==> src/logic/callout_delay_defs.vh <==
/*
 constants for the callout delay compensation block: register offsets,
 field positions, reset values, timing counts and result codes.
 assumes a 100 MHz clock; included by bare name.
*/
`ifndef CALLOUT_DELAY_DEFS_VH
`define CALLOUT_DELAY_DEFS_VH

// register offsets
`define REG_CONTROL         4'h0
`define REG_MANUAL_OFFSET   4'h1
`define REG_WINDOW_LOW      4'h2
`define REG_WINDOW_HIGH     4'h3
`define REG_STATUS          4'h4
`define REG_MEASURED_DELAY  4'h5
`define REG_ACTIVE_DELAY    4'h6
`define REG_CORRECTED_TIME  4'h7

// control fields
`define CTL_AUTO_ANSWER_BIT 0
`define CTL_SHARED_PORT_BIT 1
`define CTL_START_BIT       2
`define CTL_ABORT_BIT       3

// reset values
`define RST_MANUAL_OFFSET   10'h000
`define RST_WINDOW_LOW      10'h000
`define RST_WINDOW_HIGH     10'h001
`define RST_CONTROL         2'h0

// millisecond range limits
`define MS_MAX              10'h3E7
`define MS_MIN_NONZERO      10'h001

// timing
`define CLOCK_MHZ           100
`define MS_US               1000
`define CYCLES_PER_MS       (`CLOCK_MHZ * `MS_US)
`define ECHO_TIMEOUT_MS     16'h07D0

// result codes
`define RES_NO_CALL         4'h0
`define RES_NORMAL          4'h1
`define RES_CALL_FAILED     4'h4
`define RES_DELAY_WINDOW    4'h8
`define RES_IN_PROGRESS     4'h9

`endif

==> src/logic/ms_timebase.v <==
/*
 millisecond tick generator for the callout delay block.
 assumes a free-running clock and synchronous active-high reset.
*/
`timescale 1ns/100ps
module ms_timebase #(
	parameter CYCLES_PER_MS = 100000
) (
	// clock and reset
	input  wire clock,
	input  wire reset,
	// tick out
	output reg  ms_tick
);
	reg [31:0] count_reg;

	always @(posedge clock) begin
		if (reset) begin
			count_reg <= 32'h0000_0000;
			ms_tick   <= 1'b0;
		end else if (count_reg == CYCLES_PER_MS - 1) begin
			count_reg <= 32'h0000_0000;
			ms_tick   <= 1'b1;
		end else begin
			count_reg <= count_reg + 32'h0000_0001;
			ms_tick   <= 1'b0;
		end
	end
endmodule

==> src/logic/callout_delay_compensation.v <==
/*
 callout delay compensation: probes a remote time reference over the modem,
 times the echo in ms, halves it, applies a window check or manual offset,
 corrects received time and gates auto-answer.
 assumes a byte-wide modem transmit/receive path and a 100 MHz clock.
*/
`timescale 1ns/100ps
`include "callout_delay_defs.vh"
module callout_delay_compensation #(
	parameter CYCLES_PER_MS = `CYCLES_PER_MS,
	parameter TIME_WIDTH    = 32,
	parameter [7:0] PROBE_CHAR = 8'h55
) (
	// clock and reset
	input  wire                  clock,
	input  wire                  reset,
	// register port
	input  wire [3:0]            reg_addr,
	input  wire [31:0]           reg_wdata,
	input  wire                  reg_write,
	input  wire                  reg_read,
	output reg  [31:0]           reg_rdata,
	// modem character path
	output reg                   tx_valid,
	output reg  [7:0]            tx_data,
	input  wire                  tx_ready,
	input  wire                  rx_valid,
	input  wire [7:0]            rx_data,
	// time from the reference
	input  wire                  ref_time_valid,
	input  wire [TIME_WIDTH-1:0] ref_time_ms,
	// corrected input time
	output reg                   input_time_valid,
	output reg  [TIME_WIDTH-1:0] input_time_ms,
	// answer side
	input  wire                  local_time_valid,
	input  wire                  incoming_call,
	output reg                   answer_call,
	output reg                   refuse_call,
	output reg                   send_time_info,
	output reg                   send_call_failed,
	// status
	output reg  [3:0]            callout_result_status,
	output wire                  callout_busy
);
	// callout sequencer states
	localparam S_IDLE    = 3'd0;
	localparam S_PROBE   = 3'd1;
	localparam S_ECHO    = 3'd2;
	localparam S_TIME    = 3'd3;
	localparam S_JUDGE   = 3'd4;

	// clamp a written ms value to its legal range
	function [9:0] clamp_ms;
		input [31:0] value;
		input [9:0]  min_value;
		begin
			if (value[31:0] > {22'h00_0000, `MS_MAX})
				clamp_ms = `MS_MAX;
			else if (value[9:0] < min_value)
				clamp_ms = min_value;
			else
				clamp_ms = value[9:0];
		end
	endfunction

	// command strobe: a control write with one command bit set
	function control_strobe;
		input       write;
		input [3:0] addr;
		input       bit_value;
		begin
			control_strobe = write && (addr == `REG_CONTROL) && bit_value;
		end
	endfunction

	// widen a 10-bit ms field to the 16-bit delay width
	function [15:0] pad_ms;
		input [9:0] value;
		begin
			pad_ms = {6'h00, value};
		end
	endfunction

	// true when the delay sits in [low, high)
	function in_window;
		input [15:0] delay;
		input [9:0]  low;
		input [9:0]  high;
		begin
			in_window = (delay >= pad_ms(low)) && (delay < pad_ms(high));
		end
	endfunction

	// sequencer and configuration state
	reg [2:0]            state_reg;
	reg [2:0]            state_next;
	reg [9:0]            manual_delay_offset_setting;
	reg [9:0]            delay_window_low;
	reg [9:0]            delay_window_high;
	reg                  auto_answer_enable;
	reg                  shared_port_reg;
	// measurement and delivery
	reg [15:0]           loop_ms_reg;
	reg [15:0]           prop_delay_reg;
	reg [15:0]           active_delay_reg;
	reg                  last_callout_ok_reg;
	reg [TIME_WIDTH-1:0] held_time_reg;
	wire                 ms_tick;
	wire                 auto_mode;
	wire                 start_cmd;
	wire                 abort_cmd;
	wire                 window_reject;
	wire                 echo_seen;
	wire                 echo_timeout;
	wire                 answer_blocked;
	wire [TIME_WIDTH-1:0] corrected_time;

	ms_timebase #(
		.CYCLES_PER_MS (CYCLES_PER_MS)
	) u_timebase (
		.clock   (clock),
		.reset   (reset),
		.ms_tick (ms_tick)
	);

	assign auto_mode = (manual_delay_offset_setting == 10'h000);
	assign start_cmd = control_strobe(reg_write, reg_addr, reg_wdata[`CTL_START_BIT]);
	assign abort_cmd = control_strobe(reg_write, reg_addr, reg_wdata[`CTL_ABORT_BIT]);
	// reject from the low bound inclusive up to just below high; at/above high accepted
	assign window_reject = auto_mode &&
		in_window(prop_delay_reg, delay_window_low, delay_window_high);
	assign callout_busy = (state_reg != S_IDLE);
	assign echo_seen    = rx_valid && (rx_data == PROBE_CHAR);
	assign echo_timeout = (loop_ms_reg >= `ECHO_TIMEOUT_MS);
	// refuse when auto-answer is off, while busy, or on a shared port until a callout succeeds
	assign answer_blocked = !auto_answer_enable || callout_busy ||
		(shared_port_reg && !last_callout_ok_reg);
	// reference time plus active delay
	assign corrected_time = held_time_reg
		+ {{(TIME_WIDTH-16){1'b0}}, active_delay_reg};

	// configuration registers
	always @(posedge clock) begin
		if (reset) begin
			manual_delay_offset_setting <= `RST_MANUAL_OFFSET;
			delay_window_low            <= `RST_WINDOW_LOW;
			delay_window_high           <= `RST_WINDOW_HIGH;
			auto_answer_enable          <= 1'b0;
			shared_port_reg             <= 1'b0;
		end else if (reg_write) begin
			case (reg_addr)
				`REG_CONTROL: begin
					auto_answer_enable <= reg_wdata[`CTL_AUTO_ANSWER_BIT];
					shared_port_reg    <= reg_wdata[`CTL_SHARED_PORT_BIT];
				end
				`REG_MANUAL_OFFSET: begin
					// zero kept as auto; else 1..999
					if (reg_wdata == 32'h0000_0000)
						manual_delay_offset_setting <= 10'h000;
					else
						manual_delay_offset_setting <= clamp_ms(reg_wdata, `MS_MIN_NONZERO);
				end
				`REG_WINDOW_LOW: begin
					delay_window_low <= clamp_ms(reg_wdata, 10'h000);
				end
				`REG_WINDOW_HIGH: begin
					delay_window_high <= clamp_ms(reg_wdata, `MS_MIN_NONZERO);
				end
				default: begin
				end
			endcase
		end
	end

	// callout sequencer
	always @* begin
		state_next = state_reg;
		case (state_reg)
			S_IDLE: begin
				if (start_cmd)
					state_next = auto_mode ? S_PROBE : S_TIME;
			end
			S_PROBE: begin
				if (tx_ready)
					state_next = S_ECHO;
			end
			S_ECHO: begin
				if (echo_seen)
					state_next = S_TIME;
				else if (echo_timeout)
					state_next = S_IDLE;
			end
			S_TIME: begin
				if (ref_time_valid)
					state_next = S_JUDGE;
			end
			S_JUDGE: begin
				// rejected call redials at once
				state_next = window_reject ? S_PROBE : S_IDLE;
			end
			default: begin
				state_next = S_IDLE;
			end
		endcase
		if (abort_cmd)
			state_next = S_IDLE;
	end

	always @(posedge clock) begin
		if (reset) begin
			state_reg             <= S_IDLE;
			prop_delay_reg        <= 16'h0000;
			active_delay_reg      <= 16'h0000;
			held_time_reg         <= {TIME_WIDTH{1'b0}};
			input_time_valid      <= 1'b0;
			input_time_ms         <= {TIME_WIDTH{1'b0}};
			callout_result_status <= `RES_NO_CALL;
			last_callout_ok_reg   <= 1'b0;
		end else begin
			state_reg        <= state_next;
			input_time_valid <= 1'b0;
			case (state_reg)
				S_IDLE: begin
					if (start_cmd) begin
						callout_result_status <= `RES_IN_PROGRESS;
						last_callout_ok_reg   <= 1'b0;
					end
				end
				S_ECHO: begin
					// half the round trip, rounded down
					if (echo_seen)
						prop_delay_reg <= {1'b0, loop_ms_reg[15:1]};
					else if (echo_timeout)
						callout_result_status <= `RES_CALL_FAILED;
				end
				S_TIME: begin
					// manual offset replaces the measurement
					if (ref_time_valid) begin
						held_time_reg    <= ref_time_ms;
						active_delay_reg <= auto_mode ? prop_delay_reg
							: pad_ms(manual_delay_offset_setting);
					end
				end
				S_JUDGE: begin
					if (window_reject) begin
						callout_result_status <= `RES_DELAY_WINDOW;
					end else begin
						input_time_ms         <= corrected_time;
						input_time_valid      <= 1'b1;
						callout_result_status <= `RES_NORMAL;
						last_callout_ok_reg   <= 1'b1;
					end
				end
				default: begin
				end
			endcase
			if (abort_cmd && state_reg != S_IDLE)
				callout_result_status <= `RES_CALL_FAILED;
		end
	end

	// probe launcher, raised on the move into probe state
	always @(posedge clock) begin
		if (reset) begin
			tx_valid <= 1'b0;
			tx_data  <= 8'h00;
		end else begin
			tx_valid <= (state_next == S_PROBE);
			tx_data  <= PROBE_CHAR;
		end
	end

	// loop-back timer in ms, cleared while the probe waits
	always @(posedge clock) begin
		if (reset) begin
			loop_ms_reg <= 16'h0000;
		end else if (state_reg == S_PROBE) begin
			loop_ms_reg <= 16'h0000;
		end else if ((state_reg == S_ECHO) && ms_tick && (loop_ms_reg != 16'hFFFF)) begin
			loop_ms_reg <= loop_ms_reg + 16'h0001;
		end
	end

	// answer gating
	always @(posedge clock) begin
		if (reset) begin
			answer_call      <= 1'b0;
			refuse_call      <= 1'b0;
			send_time_info   <= 1'b0;
			send_call_failed <= 1'b0;
		end else begin
			answer_call      <= 1'b0;
			refuse_call      <= 1'b0;
			send_time_info   <= 1'b0;
			send_call_failed <= 1'b0;
			if (incoming_call) begin
				if (answer_blocked) begin
					refuse_call <= 1'b1;
				end else begin
					answer_call      <= 1'b1;
					send_time_info   <= local_time_valid;
					send_call_failed <= !local_time_valid;
				end
			end
		end
	end

	// register read, data one cycle later
	always @(posedge clock) begin
		if (reset) begin
			reg_rdata <= 32'h0000_0000;
		end else if (reg_read) begin
			case (reg_addr)
				`REG_CONTROL: begin
					reg_rdata <= {29'h0000_0000, callout_busy, shared_port_reg, auto_answer_enable};
				end
				`REG_MANUAL_OFFSET: begin
					reg_rdata <= {22'h00_0000, manual_delay_offset_setting};
				end
				`REG_WINDOW_LOW: begin
					reg_rdata <= {22'h00_0000, delay_window_low};
				end
				`REG_WINDOW_HIGH: begin
					reg_rdata <= {22'h00_0000, delay_window_high};
				end
				`REG_STATUS: begin
					reg_rdata <= {27'h000_0000, last_callout_ok_reg, callout_result_status};
				end
				`REG_MEASURED_DELAY: begin
					reg_rdata <= {16'h0000, prop_delay_reg};
				end
				`REG_ACTIVE_DELAY: begin
					reg_rdata <= {16'h0000, active_delay_reg};
				end
				`REG_CORRECTED_TIME: begin
					reg_rdata <= input_time_ms;
				end
				default: begin
					reg_rdata <= 32'h0000_0000;
				end
			endcase
		end else begin
			reg_rdata <= 32'h0000_0000;
		end
	end
endmodule

==> config.mk <==
export PLATFORM = sky130hd
export DESIGN_NAME = callout_delay_compensation
export DESIGN_NICKNAME = d
export VERILOG_FILES = /design/src/logic/ms_timebase.v /design/src/logic/callout_delay_compensation.v
export VERILOG_INCLUDE_DIRS = /design/src /design/src/logic
export SDC_FILE = /design/constraint.sdc
export NUM_CORES = 1
export LEC_CHECK = 0
export ABC_CLOCK_PERIOD_IN_PS = 2300
export BUFFER_PORTS_ARGS = -buffer_cell sky130_fd_sc_hd__buf_4
export CAP_MARGIN = 20
export CORE_MARGIN = 3
export CORE_UTILIZATION = 37
export DETAILED_ROUTE_END_ITERATION = 10
export SLEW_MARGIN = 20
export SYNTH_ARGS = -nofsm -noshare
export SYNTH_HDL_FRONTEND = slang
export SYNTH_SLANG_ARGS = --single-unit
==> constraint.sdc <==
create_clock -name clock -period 2.3 [get_ports clock]
set_input_delay 0.345 -clock clock [delete_from_list [all_inputs] [get_ports clock]]
set_output_delay 0.345 -clock clock [all_outputs]
set_load 0.05 [all_outputs]
==> flow_metrics.tcl <==
set metrics [dict create \
    die_area_mm2 0.0304 \
    fin_crit_sh 1.01 \
    ys_seq_area_frac 0.422 \
    num-fill-cells 2667 \
    setup_violations 3 \
    start_kind "flip-flop" \
    max_stage_delay_ns 0.54 \
    cp_num_buf_inv 2 \
    max_slew.worst_pin.slew_ns 0.692 \
    timing.rr.start "manual_delay_offset_setting[8]" \
    synthTopCellsByCount "221 x dfxtp_1, 156 x nand2_1, 147 x nor2_1, 130 x a21oi_1, 58 x clkbuf_1" \
    via_count 10100 \
    p_leak_nw 5.69 \
    ff_latch_area_mm2 0.00443 \
    ctsHtreeMaxLevel 1 \
    clock_skew_ns 0.00987 \
    whs_endpoint "held_time_reg[27]" \
    yosysWarnings 0 \
    antenna_found_initial 0 \
    hold_path_startpoint "ref_time_ms[27]" \
    drive_above_1_share 0.255 \
    critical_path_required_ns 2.70 \
    area_delta_synth_final_pct 33.2 \
    grt_overflow 0 \
    worst-setup-path-type "reg -> reg" \
    nets 1640 \
    fin_setup_tns_ns -0.0259 \
    cp_cell_sequence "or4_4 > nor4_4 > o211ai_1 > a211oi_2 > buf_4 > nor2_4 > buf_12 > o21ai_0 > a21oi_1" \
    violations "negative setup slack" \
    wl_per_cell_um 17.3 \
    wl_mm 33.1 \
    path_clk_slew_ns 0.06 \
    cts_tree "yes" \
    async_flop_share 0 \
    drv_slew 0 \
    final_antenna_net_count 0 \
    status "finished with violations" \
    initial_utilization 0.377 \
    drt-initial-drc-count 793 \
    crit_path_top_delay_cell "or4_4" \
    clock_latency_ns 0.52 \
    min_path_cells 3 \
    drtPass1Iterations 5 \
    reg2reg_depth 9 \
    ctsRootBufferMaster "clkbuf_16" \
    syn_inst 1271 \
    io_buffers 162 \
    ys.flop_type "dfxtp_1" \
    io_pins 168 \
    fin_crit_ns 2.32 \
    grt_util_all_layers 0.205 \
    dpl.cell_count 1860 \
    synth_edf_count 0 \
    rows 61 \
    die_w_um 174 \
    relSlewSlack 0.539 \
    cp-startpoint "manual_delay_offset_setting[8]" \
    power_density_mw_per_mm2 593 \
    clock-sinks 221 \
    rsz0062_at_grt "yes" \
    vias_per_cell 5.26 \
    grt_pass1_vias 9180 \
    coreArea_mm2 0.0279 \
    yosys.area.top_type "dfxtp_1" \
    yosysMostFrequentCell "dfxtp_1" \
    hold_viol_final 0 \
    grt_start_max_net_pins 107 \
    synth_cell_types 67 \
    die-height_um 174 \
    final_cells 1913 \
    crit_path_end_kind "flip-flop" \
    cap_violations 0 \
    regToRegEndpoint "input_time_ms[18]" \
    ys_ff_latch 221 \
    synthTopCellsByArea "dfxtp_1 42%, a21oi_1 6.2%, nand2_1 5.6%, nor2_1 5.3%, ha_1 4.4%" \
    multiInputGateArea_mm2 0.00582 \
    max_freq_mhz 432 \
    n_antenna_cell 0 \
    grt_pass1_wl_mm 50.6 \
    dp_hpwl_mm 24.8 \
    cp_max_fo 12 \
    holdWs_ns 0.0734 \
    ir_drop_mv 0.446 \
    r2r_setup_slack_ns -0.02 \
    clockBufferDepth 3 \
    place_congestion 0.926 \
    syn-cell-area_mm2 0.0105 \
    drc 0 \
    cp.arrival_ns 2.71 \
    hold_class "in -> reg" \
    synth_top_area_share 0.422 \
    cts_buffers 25 \
    synth.avg_cell_area_um2 8.26 \
    cpLargestDelayFamily "simple AND/OR/NAND/NOR gates" \
    fin_ws_ns -0.0150 \
]
==> final cells by class <==
| cell class | instances | area share |
|---|---|---|
| clock buffer | 31 | 0.0500 |
| tap | 378 | 0.0338 |
| clock inverter | 14 | 0.00940 |
| multi-input combinational | 946 | 0.417 |
| inverter | 37 | 0.00994 |
| timing repair buffer | 286 | 0.163 |
| sequential | 221 | 0.317 |
==> kinds of logic (layout without fill, tap and decap cells) <==
| family | Yosys count | count (layout) | synth area share |
|---|---|---|---|
| xor+xnor | 57 | 57 | 0.0476 |
| mux | 36 | 36 | 0.0370 |
| compound gates | 294 | 294 | 0.171 |
| buf+inv | 108 | 368 | 0.0428 |
| fa+ha+maj | 38 | 38 | 0.0460 |
| flops | 221 | 221 | 0.422 |
| simple gates | 516 | 516 | 0.234 |
| other cells | 1 | 5 | 0.000357 |
==> cell usage in the layout (no fill, tap or decap), types with 5 or more instances in the layout <==
cell	netlist	routed
a211oi_1	33	30
a21o_1	7	7
xnor2_1	29	28
a31oi_1	13	12
o21ai_0	52	38
nand4_1	17	17
ha_1	37	31
clkbuf_8	0	5
inv_1	37	35
nand2_1	156	153
conb_1	1	5
clkinv_2	0	8
nand3_1	49	49
and2_1	26	26
o21ai_1	3	12
buf_12	0	5
nand3b_1	5	5
dfxtp_1	221	215
nor4_1	14	14
o211ai_1	6	6
dfxtp_2	0	6
mux2i_1	23	23
xor2_1	28	28
mux2_2	12	12
and3_1	30	29
and4_1	6	6
a21oi_1	130	126
nor3_1	16	16
a32o_1	5	5
or3_1	12	11
o21ai_2	0	5
nor2b_1	13	12
nor2_1	147	146
clkbuf_16	0	28
a22oi_1	11	11
buf_4	9	273
nand2b_1	8	7
==> where the power goes <==
group | internal [mW] | leakage, nW | switching, mW | total, mW
Sequential | 3.85 | 1.78 | 0.0137 | 3.86
Combinational | 0.191 | 3.49 | 0.253 | 0.444
Clock | 2.38 | 0.410 | 1.60 | 3.98
Total | 6.41 | 5.69 | 1.87 | 8.28
==> stage by stage <==
stage	setup WS [ns]	total power, mW	cell area (µm²)	utilization
2_1_floorplan	0.0381	4.16	10500	-
6_report	-0.0150	8.28	14000	0.502
5_1_grt	-0.0854	8.54	14000	0.502
3_5_place_dp	-0.117	4.38	12800	0.460
3_3_place_gp	-0.0457	4.37	12800	0.460
4_1_cts	-0.00946	8.36	13700	0.492
==> worst reg2reg max path, delay by kind of cell (launching register included) <==
kind,cells,cell delay [ns]
AND/OR/NAND/NOR,3,0.92
AO/OA/AOI/OAI,4,0.62
buffers and inverters,2,0.34
flip-flops,1,0.31
==> routing by layer <==
metal,vias to the layer above,part of all wire,global-route usage
met5,-,0,0
met4,0,0.022,0.0462
met3,60,0.081,0.0443
met2,355,0.42,0.306
met1,4684,0.48,0.304
li1,4958,-,-
==> how the worst max path moves through the flow <==
| stage | to | slack (ns) | cells past startpoint |
|---|---|---|---|
| after floorplan | input_time_ms[15] | 0.04 | 8 |
| after CTS | input_time_ms[5] | -0.009 | 10 |
| after global routing | input_time_ms[30] | -0.09 | 9 |
| after global placement | input_time_ms[5] | -0.05 | 10 |
| final | input_time_ms[18] | -0.02 | 9 |
| after detailed placement | input_time_ms[5] | -0.12 | 10 |
==> timing repair <==
item,in CTS,in global routing
setup endpoints to repair,34,35
setup buffers,0,2
resized for setup,9,52
gates cloned,0,5
pin swaps,3,13
hold endpoints to repair,1,0
hold buffers,1,0
No activity file was read; power rests on OpenSTA's default activity.
